## src/clt_pkg.sv

```systemverilog
package clt_pkg;
   // ----------------------------------------
   // Timing
   // ----------------------------------------
   localparam int CLK_MHZ = 250;
   localparam int DEADLOCK_MS = 10;
   localparam int PATH_BASE_US = 100;
   localparam int PATH_BYTE_US = 15;
   localparam int SHDLC_LIMIT_US = 500;
   localparam int GUARD_US = 180;
   localparam int DEADLOCK_CYC_DEF = DEADLOCK_MS * 1000 * CLK_MHZ;
   localparam int PATH_BASE_CYC_DEF = PATH_BASE_US * CLK_MHZ;
   localparam int PATH_BYTE_CYC_DEF = PATH_BYTE_US * CLK_MHZ;
   localparam int SHDLC_CYC_DEF = SHDLC_LIMIT_US * CLK_MHZ;
   localparam int GUARD_CYC_DEF = GUARD_US * CLK_MHZ;
   localparam int CNT_W = 24;
   // ----------------------------------------
   // Link frame layout
   // ----------------------------------------
   localparam logic [3:0] CODE_DATA = 4'h0;
   localparam logic [3:0] CODE_NOTICE = 4'h1;
   localparam logic [3:0] CODE_INIT = 4'h2;
   localparam logic [3:0] CODE_HALT = 4'h3;
   localparam logic [15:0] CRC_INIT = 16'hffff;
   localparam logic [15:0] CRC_POLY = 16'h1021;
   localparam logic [11:0] TYPE_BIT = 12'h000;
   localparam logic [11:0] CODE_LAST_BIT = 12'h004;
   localparam logic [11:0] FRAME_OVERHEAD_BITS = 12'h015;
   // ----------------------------------------
   // RF states and control states
   // ----------------------------------------
   localparam logic [1:0] RF_IDLE = 2'h0;
   localparam logic [1:0] RF_HALT = 2'h1;
   localparam logic [1:0] RF_ACTIVE = 2'h2;
   typedef enum logic [2:0] {
      S_IDLE = 3'h0,
      S_OPEN = 3'h1,
      S_WAIT = 3'h3,
      S_RFTX = 3'h2,
      S_RECOV = 3'h6
   } clt_state_e;
   // ----------------------------------------
   // Registers
   // ----------------------------------------
   localparam logic [7:0] REG_CTRL = 8'h00;
   localparam logic [7:0] REG_STATUS = 8'h04;
   localparam logic [7:0] REG_EVENTS = 8'h08;
   localparam int CTRL_EN = 0;
   localparam int CTRL_PIPE = 1;
   localparam int CTRL_DEACT = 2;
   localparam int EV_TIMEOUT = 0;
   localparam int EV_BAD_FRAME = 1;
   localparam int EV_SHDLC_CLOSE = 2;
   localparam int EV_OVERSIZE = 3;
   localparam int EV_RX_LATE = 4;
   localparam int EV_TX_LATE = 5;
   localparam int EV_GUARD_LATE = 6;
   localparam int EV_RESERVED = 7;
   localparam logic [1:0] RESP_OKAY = 2'h0;
   localparam logic [1:0] RESP_SLVERR = 2'h2;
endpackage

```

## src/clt_session_ctrl.sv

```systemverilog
// Local design decisions: the register offsets and the AXI4-Lite interface to the registers.
`timescale 1ns/100ps
`default_nettype none
module clt_session_ctrl
   import clt_pkg::*;
#(
   parameter int DEADLOCK_CYC = DEADLOCK_CYC_DEF,
   parameter int PATH_BASE_CYC = PATH_BASE_CYC_DEF,
   parameter int PATH_BYTE_CYC = PATH_BYTE_CYC_DEF,
   parameter int SHDLC_CYC = SHDLC_CYC_DEF,
   parameter int GUARD_CYC = GUARD_CYC_DEF,
   parameter int MAX_PAYLOAD = 30
) (
   input wire logic clock,
   input wire logic srst,
   input wire logic awvalid,
   output logic awready,
   input wire logic [7:0] awaddr,
   input wire logic wvalid,
   output logic wready,
   input wire logic [31:0] wdata,
   input wire logic [3:0] wstrb,
   output logic bvalid,
   input wire logic bready,
   output logic [1:0] bresp,
   input wire logic arvalid,
   output logic arready,
   input wire logic [7:0] araddr,
   output logic rvalid,
   input wire logic rready,
   output logic [31:0] rdata,
   output logic [1:0] rresp,
   input wire logic link_clk,
   input wire logic link_rx_frame,
   input wire logic link_rx_bit,
   input wire logic lk_shdlc_pending,
   input wire logic lk_tx_done,
   output logic lk_tx_req,
   output logic [3:0] lk_tx_code,
   output logic [7:0] lk_tx_len,
   output logic lk_tx_corrupt,
   output logic lk_higher_cmd,
   output logic lk_deactivate,
   input wire logic rf_field,
   input wire logic rf_selected,
   input wire logic rf_sel_from_halt,
   input wire logic rf_blk_end,
   input wire logic [7:0] rf_blk_len,
   input wire logic rf_req_cmd,
   input wire logic rf_mod_edge,
   output logic [1:0] rf_state,
   output logic rf_listen,
   output logic rf_tx_start,
   output logic [7:0] rf_tx_len,
   output logic rf_tx_abort
);
   // ----------------------------------------
   // State
   // ----------------------------------------
   typedef struct packed {
      clt_state_e st;
      logic [2:0] sy1;
      logic [2:0] sy2;
      logic [2:0] sy3;
      logic [11:0] bits;
      logic [15:0] crc;
      logic ftype;
      logic [3:0] code;
      logic pip_started;
      logic opened;
      logic from_halt;
      logic [1:0] rf_state;
      logic rf_listen;
      logic rf_tx_start;
      logic [7:0] rf_tx_len;
      logic rf_tx_abort;
      logic pend;
      logic [7:0] pend_len;
      logic pend_over;
      logic lk_tx_req;
      logic [3:0] lk_tx_code;
      logic [7:0] lk_tx_len;
      logic lk_tx_corrupt;
      logic lk_higher_cmd;
      logic lk_deactivate;
      logic [CNT_W-1:0] tmo;
      logic rx_run;
      logic [CNT_W-1:0] rx_cnt;
      logic [CNT_W-1:0] rx_lim;
      logic tx_run;
      logic tx_shdlc;
      logic [CNT_W-1:0] tx_cnt;
      logic gd_run;
      logic [CNT_W-1:0] gd_cnt;
      logic [2:0] ctrl;
      logic [7:0] events;
      logic aw_got;
      logic w_got;
      logic [7:0] aw_addr;
      logic [31:0] w_data;
      logic [3:0] w_strb;
      logic awready;
      logic wready;
      logic bvalid;
      logic [1:0] bresp;
      logic arready;
      logic rvalid;
      logic [31:0] rdata;
      logic [1:0] rresp;
   } clt_regs_s;

   clt_regs_s q;
   clt_regs_s next_q;

   function automatic logic [15:0] crc_step(input logic [15:0] c, input logic b);
      return {c[14:0], 1'b0} ^ ((c[15] ^ b) ? CRC_POLY : 16'h0000);
   endfunction

   function automatic logic [CNT_W-1:0] path_lim(input logic [7:0] nbytes);
      return CNT_W'(PATH_BASE_CYC) + CNT_W'(nbytes) * CNT_W'(PATH_BYTE_CYC);
   endfunction

   function automatic logic [31:0] merge(input logic [31:0] old, input logic [31:0] d,
                                         input logic [3:0] s);
      logic [31:0] r;
      r = old;
      for (int i = 0; i < 4; i++) begin
         if (s[i]) begin
            r[8*i +: 8] = d[8*i +: 8];
         end
      end
      return r;
   endfunction

   function automatic logic [CNT_W-1:0] sat_inc(input logic [CNT_W-1:0] v);
      return (&v) ? v : v + CNT_W'(1);
   endfunction

   logic clk_rise;
   logic frm_rise;
   logic fr_end;
   logic crc_ok;
   logic [7:0] pay_bytes;
   logic code_seen;
   logic tx_stop;

   assign clk_rise = q.sy2[2] & ~q.sy3[2];
   assign frm_rise = q.sy2[1] & ~q.sy3[1];
   assign fr_end = ~q.sy2[1] & q.sy3[1];
   assign crc_ok = (q.crc == 16'h0000) && (q.bits >= FRAME_OVERHEAD_BITS);
   assign pay_bytes = (q.bits >= FRAME_OVERHEAD_BITS) ?
                      8'((q.bits - FRAME_OVERHEAD_BITS) >> 3) : 8'h00;
   assign code_seen = clk_rise && q.sy2[1] && (q.bits == CODE_LAST_BIT);

   always_comb begin
      next_q = q;
      next_q.rf_tx_start = 1'b0;
      next_q.rf_tx_abort = 1'b0;
      next_q.lk_tx_req = 1'b0;
      next_q.lk_higher_cmd = 1'b0;
      tx_stop = 1'b0;
      // Clear first so that any event raised below in the same cycle survives
      if (q.aw_got && q.w_got && !q.bvalid && q.aw_addr == REG_EVENTS && q.w_strb[0]) begin
         next_q.events = q.events & ~q.w_data[7:0];
      end
      // ----------------------------------------
      // Link pin sampling and serial capture
      // ----------------------------------------
      next_q.sy1 = {link_clk, link_rx_frame, link_rx_bit};
      next_q.sy2 = q.sy1;
      next_q.sy3 = q.sy2;
      if (frm_rise) begin
         next_q.bits = 12'h000;
         next_q.crc = CRC_INIT;
         next_q.code = 4'h0;
         next_q.pip_started = 1'b0;
      end else if (clk_rise && q.sy2[1]) begin
         next_q.bits = q.bits + 12'h001;
         next_q.crc = crc_step(q.crc, q.sy2[0]);
         if (q.bits == TYPE_BIT) begin
            next_q.ftype = q.sy2[0];
         end else if (q.bits <= CODE_LAST_BIT) begin
            next_q.code = {q.code[2:0], q.sy2[0]};
         end
      end
      // ----------------------------------------
      // RF selection
      // ----------------------------------------
      if (rf_selected) begin
         next_q.rf_state = RF_ACTIVE;
         next_q.from_halt = rf_sel_from_halt;
      end
      if (rf_blk_end && q.rf_listen && q.ctrl[CTRL_EN] && q.rf_state == RF_ACTIVE &&
          q.st == S_IDLE) begin
         next_q.pend = 1'b1;
         next_q.pend_len = rf_blk_len;
         next_q.pend_over = (rf_blk_len > 8'(MAX_PAYLOAD));
      end
      // ----------------------------------------
      // Session sequencing
      // ----------------------------------------
      case (q.st)
         S_IDLE: begin
            if (q.pend && !lk_shdlc_pending && !q.sy2[1]) begin
               next_q.pend = 1'b0;
               next_q.lk_tx_req = 1'b1;
               next_q.lk_tx_code = q.opened ? CODE_DATA : CODE_NOTICE;
               next_q.lk_tx_len = q.pend_over ? 8'(MAX_PAYLOAD) : q.pend_len;
               next_q.lk_tx_corrupt = q.pend_over;
               next_q.events[EV_OVERSIZE] = next_q.events[EV_OVERSIZE] | q.pend_over;
               next_q.opened = 1'b1;
               next_q.st = S_OPEN;
            end
         end
         S_OPEN: begin
            if (lk_tx_done) begin
               next_q.tmo = '0;
               next_q.st = S_WAIT;
            end
         end
         S_WAIT: begin
            next_q.tmo = q.tmo + CNT_W'(1);
            if (code_seen && q.ftype && {q.code[2:0], q.sy2[0]} == CODE_DATA &&
                q.ctrl[CTRL_PIPE]) begin
               next_q.pip_started = 1'b1;
               next_q.rf_tx_start = 1'b1;
               next_q.rf_tx_len = 8'h00;
            end
            if (fr_end && q.ftype) begin
               if (!crc_ok) begin
                  next_q.events[EV_BAD_FRAME] = 1'b1;
                  next_q.rf_tx_abort = q.pip_started;
               end else begin
                  case (q.code)
                     CODE_INIT: begin
                        next_q.rf_state = q.from_halt ? RF_HALT : RF_IDLE;
                        next_q.opened = 1'b0;
                        next_q.st = S_IDLE;
                     end
                     CODE_HALT: begin
                        next_q.rf_state = RF_HALT;
                        next_q.opened = 1'b0;
                        next_q.st = S_IDLE;
                     end
                     CODE_DATA: begin
                        if (!q.pip_started && pay_bytes != 8'h00) begin
                           next_q.rf_tx_start = 1'b1;
                        end
                        next_q.rf_tx_len = pay_bytes;
                        next_q.st = S_RFTX;
                     end
                     default: begin
                        next_q.events[EV_RESERVED] = 1'b1;
                     end
                  endcase
               end
            end
            if (q.tmo >= CNT_W'(DEADLOCK_CYC - 1)) begin
               next_q.st = S_RECOV;
            end
         end
         S_RFTX: begin
            tx_stop = (q.rf_tx_len == 8'h00);
            next_q.st = S_IDLE;
         end
         S_RECOV: begin
            next_q.rf_state = RF_IDLE;
            next_q.opened = 1'b0;
            next_q.lk_higher_cmd = ~q.ctrl[CTRL_DEACT];
            next_q.lk_deactivate = q.ctrl[CTRL_DEACT];
            next_q.events[EV_TIMEOUT] = 1'b1;
            next_q.st = S_IDLE;
         end
         default: begin
            next_q.st = S_IDLE;
         end
      endcase
      if (fr_end && !q.ftype && q.bits != TYPE_BIT) begin
         next_q.events[EV_SHDLC_CLOSE] = next_q.events[EV_SHDLC_CLOSE] | q.opened;
         next_q.opened = 1'b0;
         if (q.st == S_OPEN || q.st == S_WAIT) begin
            next_q.st = S_IDLE;
         end
      end
      if (!rf_field) begin
         next_q.st = S_IDLE;
         next_q.opened = 1'b0;
         next_q.pend = 1'b0;
         next_q.rf_state = RF_IDLE;
         next_q.lk_deactivate = 1'b0;
      end
      next_q.rf_listen = rf_field && next_q.st != S_OPEN && next_q.st != S_WAIT;
      // ----------------------------------------
      // Latency monitors
      // ----------------------------------------
      tx_stop = tx_stop | rf_mod_edge;
      if (rf_blk_end) begin
         next_q.rx_run = 1'b1;
         next_q.rx_cnt = '0;
         next_q.rx_lim = q.ctrl[CTRL_EN] ? path_lim(rf_blk_len) + CNT_W'(1)
                                         : CNT_W'(SHDLC_CYC);
      end else if (q.rx_run) begin
         next_q.rx_cnt = sat_inc(q.rx_cnt);
         if (lk_tx_done) begin
            next_q.rx_run = 1'b0;
            next_q.events[EV_RX_LATE] = next_q.events[EV_RX_LATE] | (q.rx_cnt >= q.rx_lim);
         end
      end
      // timed from first SOF of a burst
      if (frm_rise && !q.tx_run) begin
         next_q.tx_run = 1'b1;
         next_q.tx_cnt = '0;
      end else if (q.tx_run) begin
         next_q.tx_cnt = sat_inc(q.tx_cnt);
         if (fr_end) begin
            next_q.tx_shdlc = ~q.ftype;
         end
         if (tx_stop) begin
            next_q.tx_run = 1'b0;
            next_q.events[EV_TX_LATE] = next_q.events[EV_TX_LATE] |
               (q.tx_shdlc ? q.tx_cnt >= CNT_W'(SHDLC_CYC)
                           : q.tx_cnt > path_lim(q.rf_tx_len));
         end
      end
      if (rf_blk_end && rf_req_cmd) begin
         next_q.gd_run = 1'b1;
         next_q.gd_cnt = '0;
      end else if (q.gd_run) begin
         next_q.gd_cnt = sat_inc(q.gd_cnt);
         if (tx_stop || (q.st == S_WAIT && next_q.st == S_IDLE)) begin
            next_q.gd_run = 1'b0;
            next_q.events[EV_GUARD_LATE] = next_q.events[EV_GUARD_LATE] |
                                           (q.gd_cnt > CNT_W'(GUARD_CYC));
         end
      end
      // ----------------------------------------
      // Register bus
      // ----------------------------------------
      if (awvalid && q.awready) begin
         next_q.aw_got = 1'b1;
         next_q.aw_addr = awaddr;
      end
      if (wvalid && q.wready) begin
         next_q.w_got = 1'b1;
         next_q.w_data = wdata;
         next_q.w_strb = wstrb;
      end
      if (q.bvalid && bready) begin
         next_q.bvalid = 1'b0;
      end
      if (q.aw_got && q.w_got && !q.bvalid) begin
         next_q.aw_got = 1'b0;
         next_q.w_got = 1'b0;
         next_q.bvalid = 1'b1;
         next_q.bresp = RESP_OKAY;
         case (q.aw_addr)
            REG_CTRL: begin
               next_q.ctrl = 3'(merge({29'h0, q.ctrl}, q.w_data, q.w_strb));
            end
            REG_EVENTS: begin
               // Cleared at the top so that a set in the same cycle wins
            end
            REG_STATUS: begin
            end
            default: begin
               next_q.bresp = RESP_SLVERR;
            end
         endcase
      end
      if (q.rvalid && rready) begin
         next_q.rvalid = 1'b0;
      end
      if (arvalid && q.arready) begin
         next_q.rvalid = 1'b1;
         next_q.rresp = RESP_OKAY;
         case (araddr)
            REG_CTRL: next_q.rdata = {29'h0, q.ctrl};
            REG_STATUS: next_q.rdata = {24'h0, q.lk_deactivate, q.opened, q.rf_state,
                                        1'b0, q.st};
            REG_EVENTS: next_q.rdata = {24'h0, q.events};
            default: begin
               next_q.rdata = 32'h0;
               next_q.rresp = RESP_SLVERR;
            end
         endcase
      end
      next_q.awready = !next_q.aw_got && !next_q.bvalid;
      next_q.wready = !next_q.w_got && !next_q.bvalid;
      next_q.arready = !next_q.rvalid;
   end

   always_ff @(posedge clock) begin
      if (srst) begin
         q <= '0;
      end else begin
         q <= next_q;
      end
   end

   assign awready = q.awready;
   assign wready = q.wready;
   assign bvalid = q.bvalid;
   assign bresp = q.bresp;
   assign arready = q.arready;
   assign rvalid = q.rvalid;
   assign rdata = q.rdata;
   assign rresp = q.rresp;
   assign lk_tx_req = q.lk_tx_req;
   assign lk_tx_code = q.lk_tx_code;
   assign lk_tx_len = q.lk_tx_len;
   assign lk_tx_corrupt = q.lk_tx_corrupt;
   assign lk_higher_cmd = q.lk_higher_cmd;
   assign lk_deactivate = q.lk_deactivate;
   assign rf_state = q.rf_state;
   assign rf_listen = q.rf_listen;
   assign rf_tx_start = q.rf_tx_start;
   assign rf_tx_len = q.rf_tx_len;
   assign rf_tx_abort = q.rf_tx_abort;

   // ----------------------------------------
   // Assertions
   // ----------------------------------------
   a_no_tx_pending: assert property (@(posedge clock) disable iff (srst)
      q.lk_tx_req |-> !$past(lk_shdlc_pending)) else $error("frame issued while busy");
   a_open_notice: assert property (@(posedge clock) disable iff (srst)
      $rose(q.opened) |-> q.lk_tx_req && q.lk_tx_code == CODE_NOTICE)
      else $error("session opened without notice");
   a_init_branch: assert property (@(posedge clock) disable iff (srst)
      (q.st == S_WAIT && fr_end && q.ftype && crc_ok && q.code == CODE_INIT && rf_field &&
       q.tmo < CNT_W'(DEADLOCK_CYC - 1))
      |=> q.rf_state == ($past(q.from_halt) ? RF_HALT : RF_IDLE))
      else $error("wrong state after init code");
   a_halt_code: assert property (@(posedge clock) disable iff (srst)
      (q.st == S_WAIT && fr_end && q.ftype && crc_ok && q.code == CODE_HALT && rf_field)
      |=> q.rf_state == RF_HALT ##1 !q.opened) else $error("halt code not obeyed");
   a_shdlc_close: assert property (@(posedge clock) disable iff (srst)
      (fr_end && !q.ftype && q.bits != TYPE_BIT) |=> !q.opened)
      else $error("SHDLC frame left session open");
   a_deadlock_exit: assert property (@(posedge clock) disable iff (srst)
      (q.st == S_WAIT && q.tmo == CNT_W'(DEADLOCK_CYC - 1) && rf_field && !fr_end)
      |=> q.st == S_RECOV ##1 q.rf_state == RF_IDLE) else $error("no deadlock recovery");
   a_link_only: assert property (@(posedge clock) disable iff (srst)
      q.st == S_WAIT |-> !q.rf_listen) else $error("RF heard while waiting");
   a_bad_nomod: assert property (@(posedge clock) disable iff (srst)
      (q.st == S_WAIT && fr_end && q.ftype && !crc_ok && !q.pip_started)
      |=> !q.rf_tx_start && q.st != S_RFTX) else $error("modulated on bad check");
endmodule
`default_nettype wire

```

## config.mk

```make
export PLATFORM = sky130hd
export DESIGN_NAME = clt_session_ctrl
export DESIGN_NICKNAME = d
export VERILOG_FILES = /design/src/clt_pkg.sv /design/src/clt_session_ctrl.sv
export SDC_FILE = /design/constraint.sdc
export NUM_CORES = 1
export LEC_CHECK = 0
export BUFFER_PORTS_ARGS = -buffer_cell sky130_fd_sc_hd__buf_2
export CORE_ASPECT_RATIO = 0.9
export CORE_UTILIZATION = 55
export CTS_CLUSTER_SIZE = 30
export DETAILED_ROUTE_END_ITERATION = 8
export GPL_ROUTABILITY_DRIVEN = 0
export GPL_TIMING_DRIVEN = 0
export PLACE_DENSITY_LB_ADDON = 0.08
export SKIP_LAST_GASP = 1
export SLEW_MARGIN = 25
export SYNTH_ARGS = -nofsm -noshare
export SYNTH_HDL_FRONTEND = slang
export SYNTH_SLANG_ARGS = --single-unit
export TNS_END_PERCENT = 5
```

## constraint.sdc

```tcl
create_clock -name clock -period 5.36 [get_ports clock]
set_input_delay 0.536 -clock clock [delete_from_list [all_inputs] [get_ports clock]]
set_output_delay 0.536 -clock clock [all_outputs]
set_load 0.01 [all_outputs]
```

==> reports/results.tsv, run 1 <==
metric	value	unit
count of input and output buffers	89	
core area	28200	um^2
final setup margin	-0.245	ns
chip height	163	um
delay-heaviest family, CP	adder cells	
max-slew violation total from the final report	0	
sequential fraction of the synthesis area	31.5	%
IO Count	148	
fin crit share	105	%
Final setup violation count	1	
CP peak stage delay	0.55	ns
drc violations	0	
Clock Sink Count	249	
CTS buffer count	28	
Most common cell on crit path	fa_1	
Sw Pwr	1.54	mW
post-synthesis xor/xnor area fraction	7.63	%
Unique masters post-synth	74	
clock power share	40.0	%
Tmin final	5.61	ns
vias per inst	5.53	
area share of the largest cell type after synthesis	31.5	%
Clock Skews	0.0226	ns
H-tree depth	1	
Root Driver	clkbuf_16	
drt first pass iters	5	
synthesized cell area	15800	um^2
initial antenna violation count	0	
Cell Chain, Critical Path	fa_1, fa_1, fa_1, inv_1, fa_1, inv_2, ha_4, a21oi_4, buf_4, o21ai_2, a31oi_2, buf_6, mux2i_2, o21ai_2, o211a_1, buf_4, xnor2_1, ha_1, and4_1, nand3_2, nor4_4, nor2_1, a211oi_2, o21ai_1	
Yosys reg bits	249	
Clock Pin Slew Worst Setup and Hold Paths	0.06	ns
first-pass GRT wire length	65500	um
Buffers & Inverters on Critical Path	5	
Post-Synth Simple-Gate Area	20.9	%
Main synth FF type	dfxtp_1	
nets	2353	
Max Cap Violations	0	
largest family of logic cells by synthesized area	simple AND/OR/NAND/NOR gates	
RSZ-0062 raised after global routing	yes	
DP Worst Slack	-0.903	ns
crit path kind	reg -> reg	
Avg Cell Area, Syn	8.38	um^2
setup total negative slack	-0.245	ns
Fill cells	2446	
Via Count	13600	
Flop pwr share	37.0	%
Final Core Density	65.8	%
PD cells	277	nW/um^2
hold-fix buffer count after cts	0	
Die X-Extent	181	um
cell row count	58	
Worst Hold Class	in -> reg	
Max FO, Critical Path	5	
Crit path arrival time	6.03	ns
largest net degree at the start of global routing	15	
Critical Path Start Type	flop	
critical path required time	5.79	ns
asr flop ratio synth	0	%
clk_lat worst skew	0.55	ns
Synth Warn #	0	
VDD IR-drop max	0.231	mV
drt total wl	40700	um
combinational power share	23.0	%
switching share of power	30.0	%
Remaining Overflow, GRT	0	
CTS tree	built	
Synth-to-Final Area Change	16.9	%
die area	29500	um^2
Hold Vio Cnt, Final	0	
# diodes	0	
Synth Area in Compound Gates	12.6	%
routed len/inst	16.6	um
failing checks	negative setup slack	
outcome	finished, violations left	
Routed Antenna Nets	0	
top cells by area, synth	dfxtp_1, ha_1, nor2_1	
EDFF count, synth	0	
timing-limited maximum frequency	0.178	GHz
Initial DRC Count	748	
post-synthesis mux area share	1.37	%
adder and majority gate portion of the synthesized area	18.2	%
slowest CP cell	fa_1	
all-layer global routing usage	27.5	%
Yosys top cell by area	dfxtp_1	
reg-to-reg slack, setup	-0.25	ns
Initial Util	56.3	%
DP HPWL	30400	um
sequential cell area	5010	um^2
Leak	8.06	nW
Max transition margin	43.6	%
Least-Margin Pin Slew	0.844	ns
crit end category	flop	
vias in the first global route	12800	
footprint of the multi-input gates	10100	um^2
clk buf depth	3	
Internal Power	3.60	mW
layout cells sized above 1	15.2	%
Post-Synthesis Cells	1891	
-- power by group through the flow --
stage	Combinational (mW)	Sequential [mW]	Clock, mW
after detailed placement	1.16	1.94	0
after CTS	1.16	1.90	2.08
final	1.18	1.90	2.06
after global placement	1.14	1.94	0
after floorplan	0.901	1.94	0
after global routing	1.32	1.90	2.16
-- area by class of cell --
class	count	area share, %
plain buffers	114	3.50
clock buffers	35	3.98
clock inverters	17	1.33
inverters	157	3.18
multi-input cells	1399	54.7
flip-flops and latches	249	27.1
well taps	360	2.43
repair buffers	122	3.85
-- cell usage after synthesis (all sizes together) (49+ instances only) --
cell type,n
buf,65
nand2,147
a21oi,109
o21ai,57
xor2,67
xnor2,71
inv,157
dfxtp,249
nor2,239
clkbuf,49
ha,160
nand3,69
-- logic make-up (layout without fill, tap and decap cells) --
kind of cell	Yosys count	after routing
DFF	249	249
muxes	21	21
adders and majority gates	204	204
buffers and inverters	271	445
xor gates and xnor gates	138	138
and+or+nand+nor	689	689
AOI/OAI and AO/OA	318	318
other	1	29
-- state kept, by name, indices dropped and copies added (netlist names), 2 cells and up --
signal     count
lk_tx_len      8
next_q         6
q            202
rdata          8
rf_state       2
rf_tx_len      8
-- stage by stage --
step | cell area [um^2] | std cells | total power, mW | hold WS [ns]
5_1_grt | 18500 | 2453 | 5.38 | 0.198
2_1_floorplan | 16000 | 1919 | 2.84 | 0.414
3_5_place_dp | 16900 | 2368 | 3.10 | 0.428
6_report | 18500 | 2453 | 5.13 | 0.197
4_1_cts | 18300 | 2444 | 5.14 | 0.178
3_3_place_gp | 16900 | 2368 | 3.08 | 0.421
-- final timing paths --
check | endpoint | depth (start not counted) | start
setup reg to reg | q[92] | 24 | rf_tx_len[4]
setup / recovery | q[92] | 24 | rf_tx_len[4]
hold reg to reg | next_q[298] | 1 | next_q[301]
hold / removal | next_q[301] | 2 | link_rx_frame
-- layer usage --
| metal | vias up | GRT usage [%] | routed length (um) |
|---|---|---|---|
| li1 | 6772 | - | - |
| met1 | 6387 | 38.7 | 19400 |
| met2 | 338 | 44.3 | 18100 |
| met3 | 70 | 3.75 | 2250 |
| met4 | 0 | 7.03 | 1010 |
| met5 | - | 0 | 0 |
-- placed cells by master (no fill, tap or decap), types with 8 or more instances in the layout --
master,netlist,final
inv_1,157,154
a31oi_1,9,8
conb_1,1,29
a211oi_1,16,15
dfxtp_1,249,241
nand4_1,37,37
a22oi_1,20,20
xnor2_1,71,65
or2_2,12,12
buf_2,2,91
ha_1,160,147
a21o_1,20,20
nand2_1,147,146
o21ai_0,48,42
buf_4,58,88
nor3_1,43,42
a21oi_1,109,105
clkbuf_16,0,28
o21a_1,12,12
nor2b_1,23,23
or3_1,19,18
xor2_1,67,66
fa_1,44,41
mux2i_1,16,15
nand3b_1,10,10
nand2b_1,13,13
and2_1,9,9
nand3_1,69,65
clkbuf_1,49,55
o21ai_1,9,10
o22ai_1,28,27
and4_1,8,8
nor4_1,17,16
and3_1,16,16
nor2_1,239,236
ha_4,0,11
-- timing repair --
item,4_1_cts,5_1_grt
pin swaps,30,29
setup buffers,24,9
gates resized for setup,48,37
gates cloned,0,0
endpoints found under the setup margin,1,1
No activity file was read; power rests on OpenSTA's default activity.
==> run 2, diff against run 1 <==
Settings changed: SKIP_LAST_GASP 1 to not set.
==> reports/results.tsv, run 2 (same netlist as run 1, synthesis figures left out) <==
metric	value	unit	change
# diodes	0		unchanged
Hold Vio Cnt, Final	0		unchanged
most frequent cells in the layout	dfxtp_1, nor2_1, inv_1		
dpl cells	2368		unchanged
slowest CP cell	fa_1		
drt total wl	40700	um	-0.10%
Max transition margin	43.2	%	-0.43 points
Leak	8.06	nW	about the same
initial antenna violation count	0		unchanged
Internal Power	3.60	mW	about the same
Top Layer Used	met4		
drc violations	0		unchanged
Largest register FFs	202		unchanged
crit end category	flop		
Die X-Extent	181	um	unchanged
Least-Margin Pin Slew	0.843	ns	-0.000673 ns
Clock Skews	0.0285	ns	+0.00590 ns
cell area after layout	18500	um^2	about the same
Most common cell on crit path	fa_1		
Cell Chain, Critical Path	fa_1, fa_1, fa_1, inv_1, fa_1, inv_2, ha_4, a21oi_4, buf_6, o21ai_2, a31oi_2, buf_6, mux2i_2, o21ai_2, o211a_1, buf_6, xnor2_1, ha_1, and4_1, nand3_2, nor4_4, nor2_1, a211oi_2, o21ai_1		
nets	2353		unchanged
crit path kind	reg -> reg		
final setup margin	-0.233	ns	+0.0117 ns
failing checks	negative setup slack		
max-slew violation total from the final report	0		unchanged
vias in the first global route	12800		unchanged
CTS tree	built		
Worst Hold Class	in -> reg		
switching share of power	30.0	%	about the same
Critical Path Start Type	flop		
die area	29500	um^2	unchanged
Max FO, Critical Path	5		unchanged
Tmin final	5.59	ns	-0.0117 ns
PD cells	277	nW/um^2	about the same
Post-Route M1 WL	19500	um	+0.49%
Final setup violation count	1		unchanged
cell row count	58		unchanged
outcome	finished, violations left		
met3 wire len	2120	um	-6.1%
Placed Instance Area	16900	um^2	unchanged
Buffers & Inverters on Critical Path	5		unchanged
Clock Pin Slew Worst Setup and Hold Paths	0.06	ns	about the same
delay-heaviest family, CP	adder cells		
H-tree depth	1		unchanged
CTS buffer count	28		unchanged
Routed Antenna Nets	0		unchanged
Sw Pwr	1.54	mW	about the same
RSZ-0062 raised after global routing	yes		
layout cells sized above 1	15.2	%	unchanged
Remaining Overflow, GRT	0		unchanged
vias per inst	5.54		about the same
VDD IR-drop max	0.233	mV	+1.0%
IO Count	148		unchanged
drt first pass iters	7		+2
Synth-to-Final Area Change	16.9	%	about the same
hold-fix buffer count after cts	0		unchanged
chip height	163	um	unchanged
DP HPWL	30400	um	unchanged
largest net degree at the start of global routing	15		unchanged
Initial DRC Count	785		+4.9%
most flop-heavy register	q		
Via Count	13600		+0.096%
Crit path arrival time	6.02	ns	about the same
all-layer global routing usage	27.5	%	unchanged
Clock Sink Count	249		unchanged
clk buf depth	3		unchanged
WL met2	18200	um	+0.51%
final non-filler cell total	2453		unchanged
clk_lat worst skew	0.56	ns	about the same
clock power share	40.0	%	about the same
Root Driver	clkbuf_16		
combinational power share	23.0	%	about the same
count of input and output buffers	89		unchanged
core area	28200	um^2	unchanged
CP peak stage delay	0.55	ns	about the same
Max Cap Violations	0		unchanged
first-pass GRT wire length	65500	um	unchanged
Initial Util	56.3	%	unchanged
timing-limited maximum frequency	0.179	GHz	+0.21%
Flop pwr share	37.0	%	about the same
commonest non-fill, non-tap cell in the layout	dfxtp_1		
fin crit share	104	%	-0.22 points
critical path required time	5.79	ns	about the same
routed len/inst	16.6	um	-0.10%
==> run 2: worst paths after layout <==
check / slack, ns / cells past startpoint / endpoint / startpoint
setup / recovery: -0.23 / 24 / q[92] / rf_tx_len[4]
hold / removal: 0.19 / 2 / next_q[301] / link_rx_frame
setup reg to reg: -0.23 / 24 / q[92] / rf_tx_len[4]
hold reg to reg: 0.44 / 1 / next_q[298] / next_q[301]
==> run 2: timing repair <==
action	CTS	global route
endpoints found under the setup margin	1	1
buffers inserted	24	9
pin swaps	30	29
resized for setup	48	39
==> run 2: power by group through the flow <==
stage	Combinational (mW)	Sequential [mW]	Clock, mW
5_1_grt	1.32	1.90	2.16
6_report	1.18	1.90	2.06
3_5_place_dp	1.16	1.94	0
4_1_cts	1.16	1.90	2.08
2_1_floorplan	0.901	1.94	0
3_3_place_gp	1.14	1.94	0
==> run 2: through the flow <==
step	power (mW)	worst slack [ns]	util (%)	hold slack, ns	setup TNS, ns
after global routing	5.38	-0.445	65.8	0.198	-0.445
after CTS	5.14	-0.347	64.8	0.178	-0.347
final	5.14	-0.233	65.8	0.193	-0.233
after global placement	3.08	-0.863	59.9	0.421	-0.863
after detailed placement	3.10	-0.903	59.9	0.428	-0.903
after floorplan	2.84	0.00580	-	0.414	0
==> run 2: area by class of cell <==
type                    count  area [um^2]
multi-input cells        1399        10100
fillers                  2438         9630
flip-flops and latches    249         5010
clock buffers              35          737
repair buffers            122          721
plain buffers             114          648
inverters                 157          589
well taps                 360          450
clock inverters            17          246
==> run 2: per-layer routing <==
layer  up-vias  GRT usage [%]
met4         0           7.03
met3        64           3.75
met1      6430           38.7
met5         -              0
met2       306           44.3
li1       6780              -
==> run 2: worst register-to-register path, cell delays in order, from the launching register on <==
cell      delay [ns]
dfxtp_4         0.37
fa_1            0.55
fa_1            0.44
fa_1            0.51
inv_1           0.05
fa_1            0.51
inv_2           0.05
ha_4            0.24
a21oi_4         0.14
buf_6           0.11
o21ai_2         0.06
a31oi_2         0.21
buf_6           0.16
mux2i_2         0.23
o21ai_2         0.09
o211a_1         0.20
buf_6           0.13
xnor2_1         0.12
ha_1            0.30
and4_1          0.21
nand3_2         0.13
nor4_4          0.27
nor2_1          0.10
a211oi_2        0.18
o21ai_1         0.08
